### src/hdl/lart_pkg.sv
// Purpose: constants for the l1 entry reject gap timer
// Assumes: one 10 MHz clock, plain register port
// Notes:   register offset is a byte address
package lart_pkg;
    localparam logic [11:0] LART_CTRL_OFS       = 12'h710;
    localparam int          LART_GAP_LSB        = 0;
    localparam int          LART_GAP_W          = 14;
    localparam int          LART_START_SEL_BIT  = 16;
    localparam logic [13:0] LART_GAP_RST        = 14'h0947;
    localparam logic        LART_START_SEL_RST  = 1'h1;
    localparam int          LART_UNIT_PS        = 4000;
    localparam int          LART_CLK_PS         = 100000;
    // one gap unit per mclk cycle; the tick is a unit of the gap count
    localparam int          LART_UNIT_CYC       = (LART_UNIT_PS + LART_CLK_PS - 1) / LART_CLK_PS;
    typedef enum logic [1:0] {LART_IDLE, LART_REQ, LART_GAP} lart_state_e;
endpackage

### src/hdl/lart_gap_timer.sv
// Purpose: gap timer that holds off new l1 entry requests after a reject
// Assumes: link-layer events arrive as one-cycle pulses synchronous to mclk
// Notes:   one gap unit counts one mclk cycle
`timescale 1ns/1ps
module lart_gap_timer
    import lart_pkg::*;
(
    // clock and reset
    input  wire logic        mclk,
    input  wire logic        rst,
    // register port
    input  wire logic [11:0] reg_addr,
    input  wire logic [31:0] reg_wdata,
    input  wire logic        reg_wr,
    input  wire logic        reg_rd,
    output logic      [31:0] reg_rdata,
    // link layer events
    input  wire logic        req_dllp_rx,
    input  wire logic        ack_tx,
    input  wire logic        nak_tx,
    // status toward the link layer
    output logic             new_request,
    output logic             request_open,
    output logic             gap_active
);
    logic [13:0]  min_entry_request_gap;
    logic         gap_timer_start_select;
    logic [13:0]  gap_cnt;
    lart_state_e  state;
    logic         hit;

    assign hit = (reg_addr == LART_CTRL_OFS);

    always_ff @(posedge mclk or posedge rst) begin
        if (rst) begin
            min_entry_request_gap  <= LART_GAP_RST;
            gap_timer_start_select <= LART_START_SEL_RST;
        end else if (reg_wr && hit) begin
            min_entry_request_gap  <= reg_wdata[LART_GAP_LSB +: LART_GAP_W];
            gap_timer_start_select <= reg_wdata[LART_START_SEL_BIT];
        end
    end

    always_ff @(posedge mclk or posedge rst) begin
        if (rst) begin
            reg_rdata <= 32'h0;
        end else if (reg_rd && hit) begin
            reg_rdata <= 32'h0;
            reg_rdata[LART_GAP_LSB +: LART_GAP_W] <= min_entry_request_gap;
            reg_rdata[LART_START_SEL_BIT] <= gap_timer_start_select;
        end else begin
            reg_rdata <= 32'h0;
        end
    end

    // readback mirrors the fields exactly as the timer uses them
    property p_read_gap;
        @(posedge mclk) disable iff (rst)
        reg_rd && hit
            |=> reg_rdata[LART_GAP_LSB +: LART_GAP_W] == $past(min_entry_request_gap);
    endproperty
    a_read_gap: assert property (p_read_gap) else $error("gap field read wrong");

    property p_read_sel;
        @(posedge mclk) disable iff (rst)
        reg_rd && hit
            |=> reg_rdata[LART_START_SEL_BIT] == $past(gap_timer_start_select);
    endproperty
    a_read_sel: assert property (p_read_sel) else $error("select bit read wrong");

    property p_write_gap;
        @(posedge mclk) disable iff (rst)
        reg_wr && hit
            |=> min_entry_request_gap == $past(reg_wdata[LART_GAP_LSB +: LART_GAP_W]);
    endproperty
    a_write_gap: assert property (p_write_gap) else $error("gap field not written");

    property p_write_sel;
        @(posedge mclk) disable iff (rst)
        reg_wr && hit
            |=> gap_timer_start_select == $past(reg_wdata[LART_START_SEL_BIT]);
    endproperty
    a_write_sel: assert property (p_write_sel) else $error("select bit not written");

    // a stray write elsewhere in the space must not disturb the timer setup
    property p_unmapped_wr;
        @(posedge mclk) disable iff (rst)
        reg_wr && !hit
            |=> $stable(min_entry_request_gap) && $stable(gap_timer_start_select);
    endproperty
    a_unmapped_wr: assert property (p_unmapped_wr) else $error("unmapped write landed");

    property p_rdata_idle;
        @(posedge mclk) disable iff (rst)
        !$past(reg_rd && hit) |-> reg_rdata == 32'h0;
    endproperty
    a_rdata_idle: assert property (p_rdata_idle) else $error("read data outside slot");

    // a gap of zero means no hold-off at all
    always_ff @(posedge mclk or posedge rst) begin
        if (rst) begin
            state   <= LART_IDLE;
            gap_cnt <= 14'h0;
        end else begin
            unique case (state)
                LART_IDLE: begin
                    if (req_dllp_rx) begin
                        state <= LART_REQ;
                    end
                end
                LART_REQ: begin
                    if (nak_tx && min_entry_request_gap != 14'h0) begin
                        state   <= LART_GAP;
                        gap_cnt <= min_entry_request_gap;
                    end else if (nak_tx || ack_tx) begin
                        state <= LART_IDLE;
                    end
                end
                LART_GAP: begin
                    if (req_dllp_rx && !gap_timer_start_select) begin
                        gap_cnt <= min_entry_request_gap;
                    end else if (gap_cnt == 14'h1) begin
                        state   <= LART_IDLE;
                        gap_cnt <= 14'h0;
                    end else begin
                        gap_cnt <= gap_cnt - 14'h1;
                    end
                end
                default: state <= LART_IDLE;
            endcase
        end
    end

    assign new_request  = (state == LART_IDLE) && req_dllp_rx;
    assign request_open = (state == LART_REQ);
    assign gap_active   = (state == LART_GAP);

    property p_gap_blocks;
        @(posedge mclk) disable iff (rst)
        gap_active && req_dllp_rx |=> !request_open;
    endproperty
    a_gap_blocks: assert property (p_gap_blocks) else $error("request seen in gap");

    property p_nak_starts;
        @(posedge mclk) disable iff (rst)
        request_open && nak_tx && min_entry_request_gap != 14'h0
            |=> gap_active && gap_cnt == $past(min_entry_request_gap);
    endproperty
    a_nak_starts: assert property (p_nak_starts) else $error("gap not started");

    property p_restart;
        @(posedge mclk) disable iff (rst)
        gap_active && req_dllp_rx && !gap_timer_start_select
            |=> gap_active && gap_cnt == $past(min_entry_request_gap);
    endproperty
    a_restart: assert property (p_restart) else $error("gap not restarted");

    property p_ignore;
        @(posedge mclk) disable iff (rst)
        gap_active && gap_timer_start_select && gap_cnt > 14'h1
            |=> gap_cnt == $past(gap_cnt) - 14'h1;
    endproperty
    a_ignore: assert property (p_ignore) else $error("gap count disturbed");

    property p_expire;
        @(posedge mclk) disable iff (rst)
        gap_active && gap_cnt == 14'h1 && !(req_dllp_rx && !gap_timer_start_select)
            |=> state == LART_IDLE;
    endproperty
    a_expire: assert property (p_expire) else $error("gap did not expire");

    property p_fresh;
        @(posedge mclk) disable iff (rst)
        new_request |=> request_open;
    endproperty
    a_fresh: assert property (p_fresh) else $error("fresh request lost");

    property p_close;
        @(posedge mclk) disable iff (rst)
        request_open && ack_tx && !nak_tx |=> state == LART_IDLE;
    endproperty
    a_close: assert property (p_close) else $error("ack did not close");

    property p_reserved;
        @(posedge mclk) disable iff (rst)
        1'b1 |-> reg_rdata[15:14] == 2'h0 && reg_rdata[31:17] == 15'h0;
    endproperty
    a_reserved: assert property (p_reserved) else $error("reserved bits set");

    property p_reset_val;
        @(posedge mclk) disable iff (rst)
        $fell(rst) |-> min_entry_request_gap == LART_GAP_RST
            && gap_timer_start_select == LART_START_SEL_RST;
    endproperty
    a_reset_val: assert property (p_reset_val) else $error("bad gap reset");

    // zero gap: a reject closes the request with no hold-off
    property p_zero_gap;
        @(posedge mclk) disable iff (rst)
        request_open && nak_tx && min_entry_request_gap == 14'h0 |=> state == LART_IDLE;
    endproperty
    a_zero_gap: assert property (p_zero_gap) else $error("zero gap held off");

    property p_open_holds;
        @(posedge mclk) disable iff (rst)
        request_open && !ack_tx && !nak_tx |=> request_open;
    endproperty
    a_open_holds: assert property (p_open_holds) else $error("request closed early");

    property p_idle_stays;
        @(posedge mclk) disable iff (rst)
        state == LART_IDLE && !req_dllp_rx |=> state == LART_IDLE;
    endproperty
    a_idle_stays: assert property (p_idle_stays) else $error("left idle with no request");
endmodule

### config.mk
export PLATFORM = sky130hd
export DESIGN_NAME = lart_gap_timer
export DESIGN_NICKNAME = d
export VERILOG_FILES = /design/src/hdl/lart_pkg.sv /design/src/hdl/lart_gap_timer.sv
export SDC_FILE = /design/constraint.sdc
export NUM_CORES = 1
export LEC_CHECK = 0
export ABC_CLOCK_PERIOD_IN_PS = 1900
export BUFFER_PORTS_ARGS = -buffer_cell sky130_fd_sc_hd__buf_2
export CAP_MARGIN = 30
export CORE_ASPECT_RATIO = 0.6
export CORE_MARGIN = 10
export CORE_UTILIZATION = 44
export DETAILED_ROUTE_END_ITERATION = 7
export PLACE_DENSITY_LB_ADDON = 0.2
export SYNTH_ARGS = -nofsm -noshare
export SYNTH_HDL_FRONTEND = slang
export SYNTH_SLANG_ARGS = --single-unit
### constraint.sdc
create_clock -name mclk -period 1.9 [get_ports mclk]
set_input_delay 0.19 -clock mclk [delete_from_list [all_inputs] [get_ports mclk]]
set_output_delay 0.19 -clock mclk [all_outputs]
set_load 0.02 [all_outputs]
==> After elaboration in Yosys (flattened, before gate mapping) <==
Index checks and enable logic that the tools add are counted.
{ "word_totals": {"inputBits": 51, "out_inout_bits": 35, "romBits": 0, "ram_bits": 0, "n_memories": 0, "latch_bits": 0, "regBits": 63} }
{ "op_classes": {"addsub": 1, "reduce_logical": 12, "n_bitwise": 0, "multipliers": 0, "shifts": 0, "n_lt_le_gt_ge": 0, "eq_ne": 9, "muxes": 11, "div_mod_pow": 0} }
{ "ops": {"columns": ["cell", "n"], "rows": [
  ["two-way mux 14 bit", 3],
  ["case mux 14 bit (2 select lines)", 1],
  ["two-way mux 17 bit", 1],
  ["equality test 14 x 1 -> 1 bit, second input constant", 1],
  ["nonzero test 14 bit", 1],
  ["subtractor 14 x 1 -> 14 bit, second input constant", 1],
  ["equality test 12 x 11 -> 1 bit, second input constant", 1],
  ["two-way mux 2 bit", 5],
  ["case mux 2 bit (3 select lines)", 1],
  ["logical AND 1 bit", 5],
  ["inequality test 2 x 1 -> 1 bit, second input constant", 2],
  ["inequality test 2 bit, second input constant", 2],
  ["AND reduction 4 bit", 1],
  ["inequality test 3 x 1 -> 1 bit, second input constant", 1],
  ["equality test 2 x 1 -> 1 bit, second input constant", 1],
  ["equality test 2 bit, second input constant", 1],
  ["logical NOT 2 bit", 1],
  ["AND reduction 2 bit", 1],
  ["nonzero test 2 bit", 1],
  ["logical NOT 1 bit", 1],
  ["logical OR 1 bit", 1]
]} }

==> Longest topological paths before layout <==
Gate-level depths: netlist of run 1.
{ "depth": {"word_depth": 4, "ltp_mapped": 8, "mapped_depth_nobuf": 7} }

==> Worst setup path after synthesis of run 1 <==
OpenSTA, ideal clock, no wires.
{ "synth_path": {"path_type": "flip-flop to flip-flop", "from": "reg gap_cnt[0]", "to": "reg gap_cnt[12]", "slack_ns": 0.139, "t_arrival_ns": 1.696, "path_stages_with_launch": 8, "t_required_ns": 1.835, "synth_period_minus_slack_ns": 1.761, "cell_sequence": "dfrtp_1 -> inv_1 -> ha_1 -> or3b_2 -> nor2_1 -> nand3_1 -> o31ai_1 -> a22o_1"} }
{ "synth_via": {"elab_chain_cells": 4} }
{ "synth_lines": {"columns": ["element", "line_no", "source"], "rows": [
  ["start: declaration", "lart_gap_timer.sv:28", "logic [13:0] gap_cnt;"],
  ["start signal: assignment", "lart_gap_timer.sv:114", "gap_cnt <= min_entry_request_gap;"],
  ["start signal: assignment", "lart_gap_timer.sv:121", "gap_cnt <= min_entry_request_gap;"],
  ["start signal: assignment", "lart_gap_timer.sv:126", "gap_cnt <= gap_cnt - 14'h1;"],
  ["subtractor 14 x 1 -> 14 bit / equality test 14 x 1 -> 1 bit (equally long branches)", "lart_gap_timer.sv:126, lart_gap_timer.sv:122", null],
  ["two-way mux 14 bit *", "lart_gap_timer.sv:122", "end else if (gap_cnt == 14'h1) begin"],
  ["two-way mux 14 bit *", "lart_gap_timer.sv:120", "if (req_dllp_rx && !gap_timer_start_select) begin"],
  ["case mux 14 bit (2 select lines) *", "lart_gap_timer.sv:105", "unique case (state)"]
]} }
Every way passes the cells marked *; elsewhere a longest branch is shown, timed or not.
A chain may end at the register's enable or synchronous reset.

==> Worst setup path in the final report of run 1 <==
{ "layout_path": {"from": "reg gap_cnt[1]", "to": "reg gap_cnt[3]"} }
Same word-level chain as after synthesis.

==> flow_metrics.tcl, run 1 <==
set metrics [dict create \
    multiInputGateArea_mm2 0.00107 \
    grt_pass1_vias 1928 \
    cp_max_fo 8 \
    drt-pass1-iter-count 4 \
    post_drt_via_cell_ratio 5.16 \
    antenna_found_initial 0 \
    drive_gt1_share_pct 42.1 \
    synthCells 219 \
    die_h_um 76.4 \
    yosysWarnings 0 \
    n_antenna_cell 0 \
    power.density_mw_per_mm2 874 \
    outcome "complete, no violations" \
    crit_slowest_cell "dfrtp_1" \
    grt_pass1_wl_um 10200 \
    setup_viol 0 \
    layout_common_cells "buf_2 (51), dfrtp_1 (39), buf_4 (33)" \
    synth-async-reset-ratio_pct 100 \
    num_vias 1909 \
    synth_flop_cell "dfrtp_1" \
    nets 356 \
    cts_tree "built" \
    cts_buffers 5 \
    die_x_um 114 \
    fmax_mhz 541 \
    regArea_mm2 0.00116 \
    min_period_over_period_pct 97.2 \
    critical-path-max-stage-delay_ns 0.39 \
    drt_iter0_markers 139 \
    vdd_drop_max_v 0.000425 \
    slew-limit-headroom_pct 41.1 \
    cap_viol_max_count 0 \
    hold_violations 0 \
    syn_area_mm2 0.00233 \
    track_usage_pct 14.6 \
    rrSetupSlack_ns 0.05 \
    ant_nets 0 \
    path_cells "inv_2 > ha_1 > nor4b_4 > nand3_2 > buf_6 > o21ai_2 > buf_6 > o21ai_0 > a22o_1" \
    grt_max_degree 28 \
    wl_per_cell_um 17.2 \
    coreArea_mm2 0.00508 \
    cp.arrival_ns 2.04 \
    ys_seq_area_share_pct 49.8 \
    start_util_pct 45.9 \
    min_period_ns 1.85 \
    die-area_mm2 0.00870 \
    rows 20 \
    insertion_delay_ns 0.30 \
    clk_pin_slew_ns 0.09 \
    wirelength_um 6370 \
    required_ns 2.09 \
    finClkSkew_ns 0.00745 \
    fill_cells 460 \
    cts_num_sinks 46 \
    p_leak_nw 1.60 \
    avgSynthCellArea_um2 10.6 \
    hpwl_um 4870 \
    min_path_type "input pin to flop" \
    h-tree-depth 2 \
    finalWorstSetupSlack_ns 0.0526 \
    root_buffer "clkbuf_8" \
    syn_to_final_growth_pct 28.9 \
    routabilityCongestion 0.815 \
    cts_buffer_depth 2 \
    ys_ff_latch 46 \
    synth_edf_count 0 \
    ios 86 \
    path_class "flop to flop" \
    gr-total-overflow 0 \
    layout_commonest_cell "buf_2" \
    final_max_slew_viol_count 0 \
    cp-end-kind "flop" \
    cp-start-kind "flop" \
    cpMostUsedCell "buf_6" \
    drc_errors 0 \
    tightest_slew_ns 0.884 \
    tns_ns 0 \
    final_core_util_pct 59.1 \
    ys_types 48 \
    dp_slack_ns 0.00289 \
    port-buffer-count 51 \
]
-- area by class of cell --
cell class                      instances  area share [%]
Inverter                                9            1.13
Timing Repair Buffer                   88            18.2
Tap cell                               66            2.75
Multi-Input combinational cell        153            35.5
Clock inverter                          3            1.46
Clock buffer                            5            2.29
Sequential cell                        46            38.6
-- kinds of logic (layout without fill, tap and decap cells) --
| logic type | count (synthesis) | in the layout | share of synthesized area (%) |
|---|---|---|---|
| AO/OA/AOI/OAI | 50 | 50 | 15.1 |
| adder cells (fa/ha/maj) | 2 | 2 | 1.07 |
| flip-flops | 46 | 46 | 49.8 |
| AND/OR/NAND/NOR | 69 | 69 | 17.5 |
| buffers and inverters | 36 | 105 | 9.13 |
| other | 1 | 17 | 0.161 |
| multiplexers | 15 | 15 | 7.25 |
-- cell usage after synthesis, types with 3 or more instances --
cell      count  area share [%]
nand3_1       6             1.3
nand2_1      10             1.6
buf_4        17             5.5
nor3_1        4            0.86
o21ai_1       4            0.86
o21ai_0       7             1.5
clkbuf_1      4            0.64
dfrtp_1      39              42
nor2b_1       3            0.81
a22o_1        6             2.3
dfstp_2       7             7.9
o22ai_1       3            0.81
nor4_1        4             1.1
a21oi_1       9             1.9
nor2_1       11             1.8
a22oi_1       4             1.3
and3_1       16             4.3
mux2_1       10             4.8
buf_2         5             1.1
inv_1         9             1.4
mux2_2        5             2.4
-- power by group --
group | leakage [nW] | switching, mW | internal [mW]
combinational | 0.941 | 0.426 | 0.367
clock | 0.0585 | 0.347 | 0.395
sequential | 0.602 | 0.0540 | 1.04
total | 1.60 | 0.828 | 1.80
-- path summary, 6_finish.rpt --
path,to,cells past startpoint,from
max in group asynchronous,gap_cnt[7],4,rst
max,gap_cnt[3],9,gap_cnt[1]
min in group asynchronous,reg_rdata[11],3,rst
max reg2reg,gap_cnt[3],9,gap_cnt[1]
min reg2reg,gap_cnt[9],1,gap_cnt[9]
min,min_entry_request_gap[4],2,reg_wdata[4]
-- registers in the layout, indices dropped and copies added, names as in the netlist --
| register | count |
|---|---|
| state | 2 |
| gap_cnt | 14 |
| gap_timer_start_select | 1 |
| min_entry_request_gap | 14 |
| reg_rdata | 15 |
-- critical path: cells and delay by family, from the launching register on --
family,cells,cell delay [ns]
AND/OR/NAND/NOR,2,0.37
AO/OA/AOI/OAI,3,0.43
flip-flops,1,0.39
buffers and inverters,3,0.38
adder cells (fa/ha/maj),1,0.16
-- layer usage --
layer	global-route usage, %	part of all wire (%)
met5	0	0
met4	2.62	0.30
met3	5.27	10
met2	19.6	43
met1	21.7	46
-- timing repair --
action | 4_1_cts | 5_1_grt
gates resized for setup | 3 | 14
pin swaps | 0 | 3
hold buffers | 1 | 0
setup endpoints to repair | 7 | 14
setup buffers | 0 | 3
gates cloned | 0 | 0
hold endpoints to repair | 22 | 0
-- stage by stage --
stage	instances	power [mW]	hold slack (ns)	cell area (um2)
2_1_floorplan	235	1.49	0.319	2390
3_3_place_gp	358	1.79	0.264	2800
3_5_place_dp	358	1.79	0.268	2800
4_1_cts	367	2.55	0.0883	2920
5_1_grt	370	2.78	0.0879	3000
6_report	370	2.63	0.0963	3000
No activity file was read; power rests on OpenSTA's default activity.
==> run 2: changes to the inputs <==
CTS_CLUSTER_DIAMETER = 150   (was default)
PLACE_DENSITY = 0.74   (was default)
PLACE_DENSITY_LB_ADDON = default   (was 0.2)
SLEW_MARGIN = 10   (was default)
==> flow_metrics.tcl, run 2 (synthesis results as in run 1) <==
set metrics [dict create \
    outcome "complete, no violations" \
    drive_gt1_share_pct 41.9 \
    grt_pass1_wl_um 10200 \
    switchingPower_mw 0.818 \
    cts_buffer_depth 2 \
    p_comb_share_pct 28.6 \
    multiInputGateArea_mm2 0.00109 \
    required_ns 2.10 \
    drc_errors 0 \
    top_regs "reg_rdata (15), gap_cnt (14), min_entry_request_gap (14)" \
    power.density_mw_per_mm2 855 \
    drt-pass1-iter-count 4 \
    rows 20 \
    design_area_mm2 0.00302 \
    min_path_type "input pin to asynchronous set/reset pin" \
    fill_cells 424 \
    final_max_slew_viol_count 0 \
    hpwl_um 4740 \
    cp-end-kind "flop" \
    root_buffer "clkbuf_8" \
    syn_to_final_growth_pct 29.4 \
    gr-total-overflow 0 \
    place_area_mm2 0.00279 \
    grt_pass1_vias 1970 \
    critical_path.top_delay_family "compound AO/OA/AOI/OAI gates" \
    p_seq_share_pct 42.7 \
    setup_viol 0 \
    start_util_pct 45.9 \
    crit_slowest_cell "dfrtp_1" \
    critical_path_buf_inv_count 1 \
    cellInternalPower_mw 1.76 \
    clk_pin_slew_ns 0.09 \
    track_usage_pct 14.3 \
    nets 355 \
    largest_register "reg_rdata" \
    p_clk_share_pct 28.7 \
    ios 86 \
    min_period_ns 1.85 \
    insertion_delay_ns 0.30 \
    largest_reg_flops 15 \
    coreArea_mm2 0.00508 \
    finalNonFillerCells 369 \
    wl_per_cell_um 17.3 \
    min_period_over_period_pct 97.1 \
    path_class "flop to flop" \
    vdd_drop_max_v 0.000546 \
    regArea_mm2 0.00116 \
    cpMostUsedCell "a22o_1" \
    final_core_util_pct 59.4 \
    grt_max_degree 47 \
    port-buffer-count 51 \
    cts_num_sinks 46 \
    p_leak_nw 1.61 \
    fmax_mhz 542 \
    cap_viol_max_count 0 \
    cp_max_fo 6 \
    finClkSkew_ns 0.00390 \
    layout_common_cells "buf_2 (51), dfrtp_1 (39), buf_4 (35)" \
    post_drt_via_cell_ratio 5.22 \
    dp.cells 356 \
    die-area_mm2 0.00870 \
    hold_violations 0 \
    rsz0062_at_grt "yes" \
    ant_nets 0 \
    num_vias 1926 \
    swShare_pct 31.7 \
    critical-path-max-stage-delay_ns 0.37 \
    cp.arrival_ns 2.04 \
    routabilityCongestion 0.891 \
    slew-limit-headroom_pct 45.3 \
    cts_buffers 5 \
    antenna_found_initial 0 \
    die_h_um 76.4 \
    drt_iter0_markers 117 \
    cp-start-kind "flop" \
    n_antenna_cell 0 \
    wirelength_um 6370 \
    die_x_um 114 \
    layout_commonest_cell "buf_2" \
    path_cells "buf_4 > ha_1 > nor4b_4 > nand3_2 > o21a_4 > a22o_1 > a22o_1" \
    totalPowerFinal_mw 2.58 \
    tightest_slew_ns 0.820 \
    cts_tree "built" \
    h-tree-depth 2 \
]
run 2: power by group through the flow:
stage               Sequential [mW]  Clock, mW  Combinational, mW
floorplan                      1.11          0              0.382
global placement               1.12          0              0.586
detailed placement             1.12          0              0.598
CTS                            1.10      0.764              0.629
global route                   1.11      0.806              0.810
finish                         1.10      0.739              0.738
run 2: worst paths after layout:
check / start / end / slack (ns) / cells past startpoint
max reg2reg: gap_cnt[0] / gap_cnt[3] / 0.05 / 7
min in group mclk: reg_wdata[7] / min_entry_request_gap[7] / 0.10 / 2
max: gap_cnt[0] / gap_cnt[3] / 0.05 / 7
max in group asynchronous: rst / gap_timer_start_select / 1.49 / 3
min: rst / reg_rdata[12] / 0.02 / 3
min reg2reg: gap_cnt[9] / gap_cnt[9] / 0.53 / 1
run 2: what timing repair did:
item                                    4_1_cts  5_1_grt
pin swaps                                     2        3
resized for setup                             6        9
gates cloned                                  0        0
endpoints found under the setup margin       14       14
hold buffers                                  0        0
setup buffers                                 2        3
run 2: cell type report:
class                           instances  area share, %
Clock buffer                            5           2.28
Clock inverter                          3           1.45
Inverter                                9           1.12
Multi-Input combinational cell        153           36.1
Sequential cell                        46           38.5
Tap cell                               66           2.74
Timing Repair Buffer                   87           17.8
run 2: layer usage:
layer  GRT usage [%]  vias to the layer above  routed length, um
met2            20.4                       64               2800
met4            3.87                        0                 65
met1            20.3                      930               3110
met5               0                        -                  0
li1                -                      924                  -
met3            4.32                        8                393
run 2: stage by stage:
step	setup slack (ns)	hold slack (ns)	setup TNS, ns
after floorplan	0.139	0.319	0
after global placement	-0.191	0.361	-1.70
after detailed placement	-0.180	0.369	-1.68
after CTS	0.0108	0.0325	0
after global routing	-0.0629	0.0639	-0.170
final	0.0543	0.0183	0
run 2: worst min-delay path: stages:
cell and delay [ns]:
buf_2 0.10, clkinv_1 0.03, buf_4 0.47
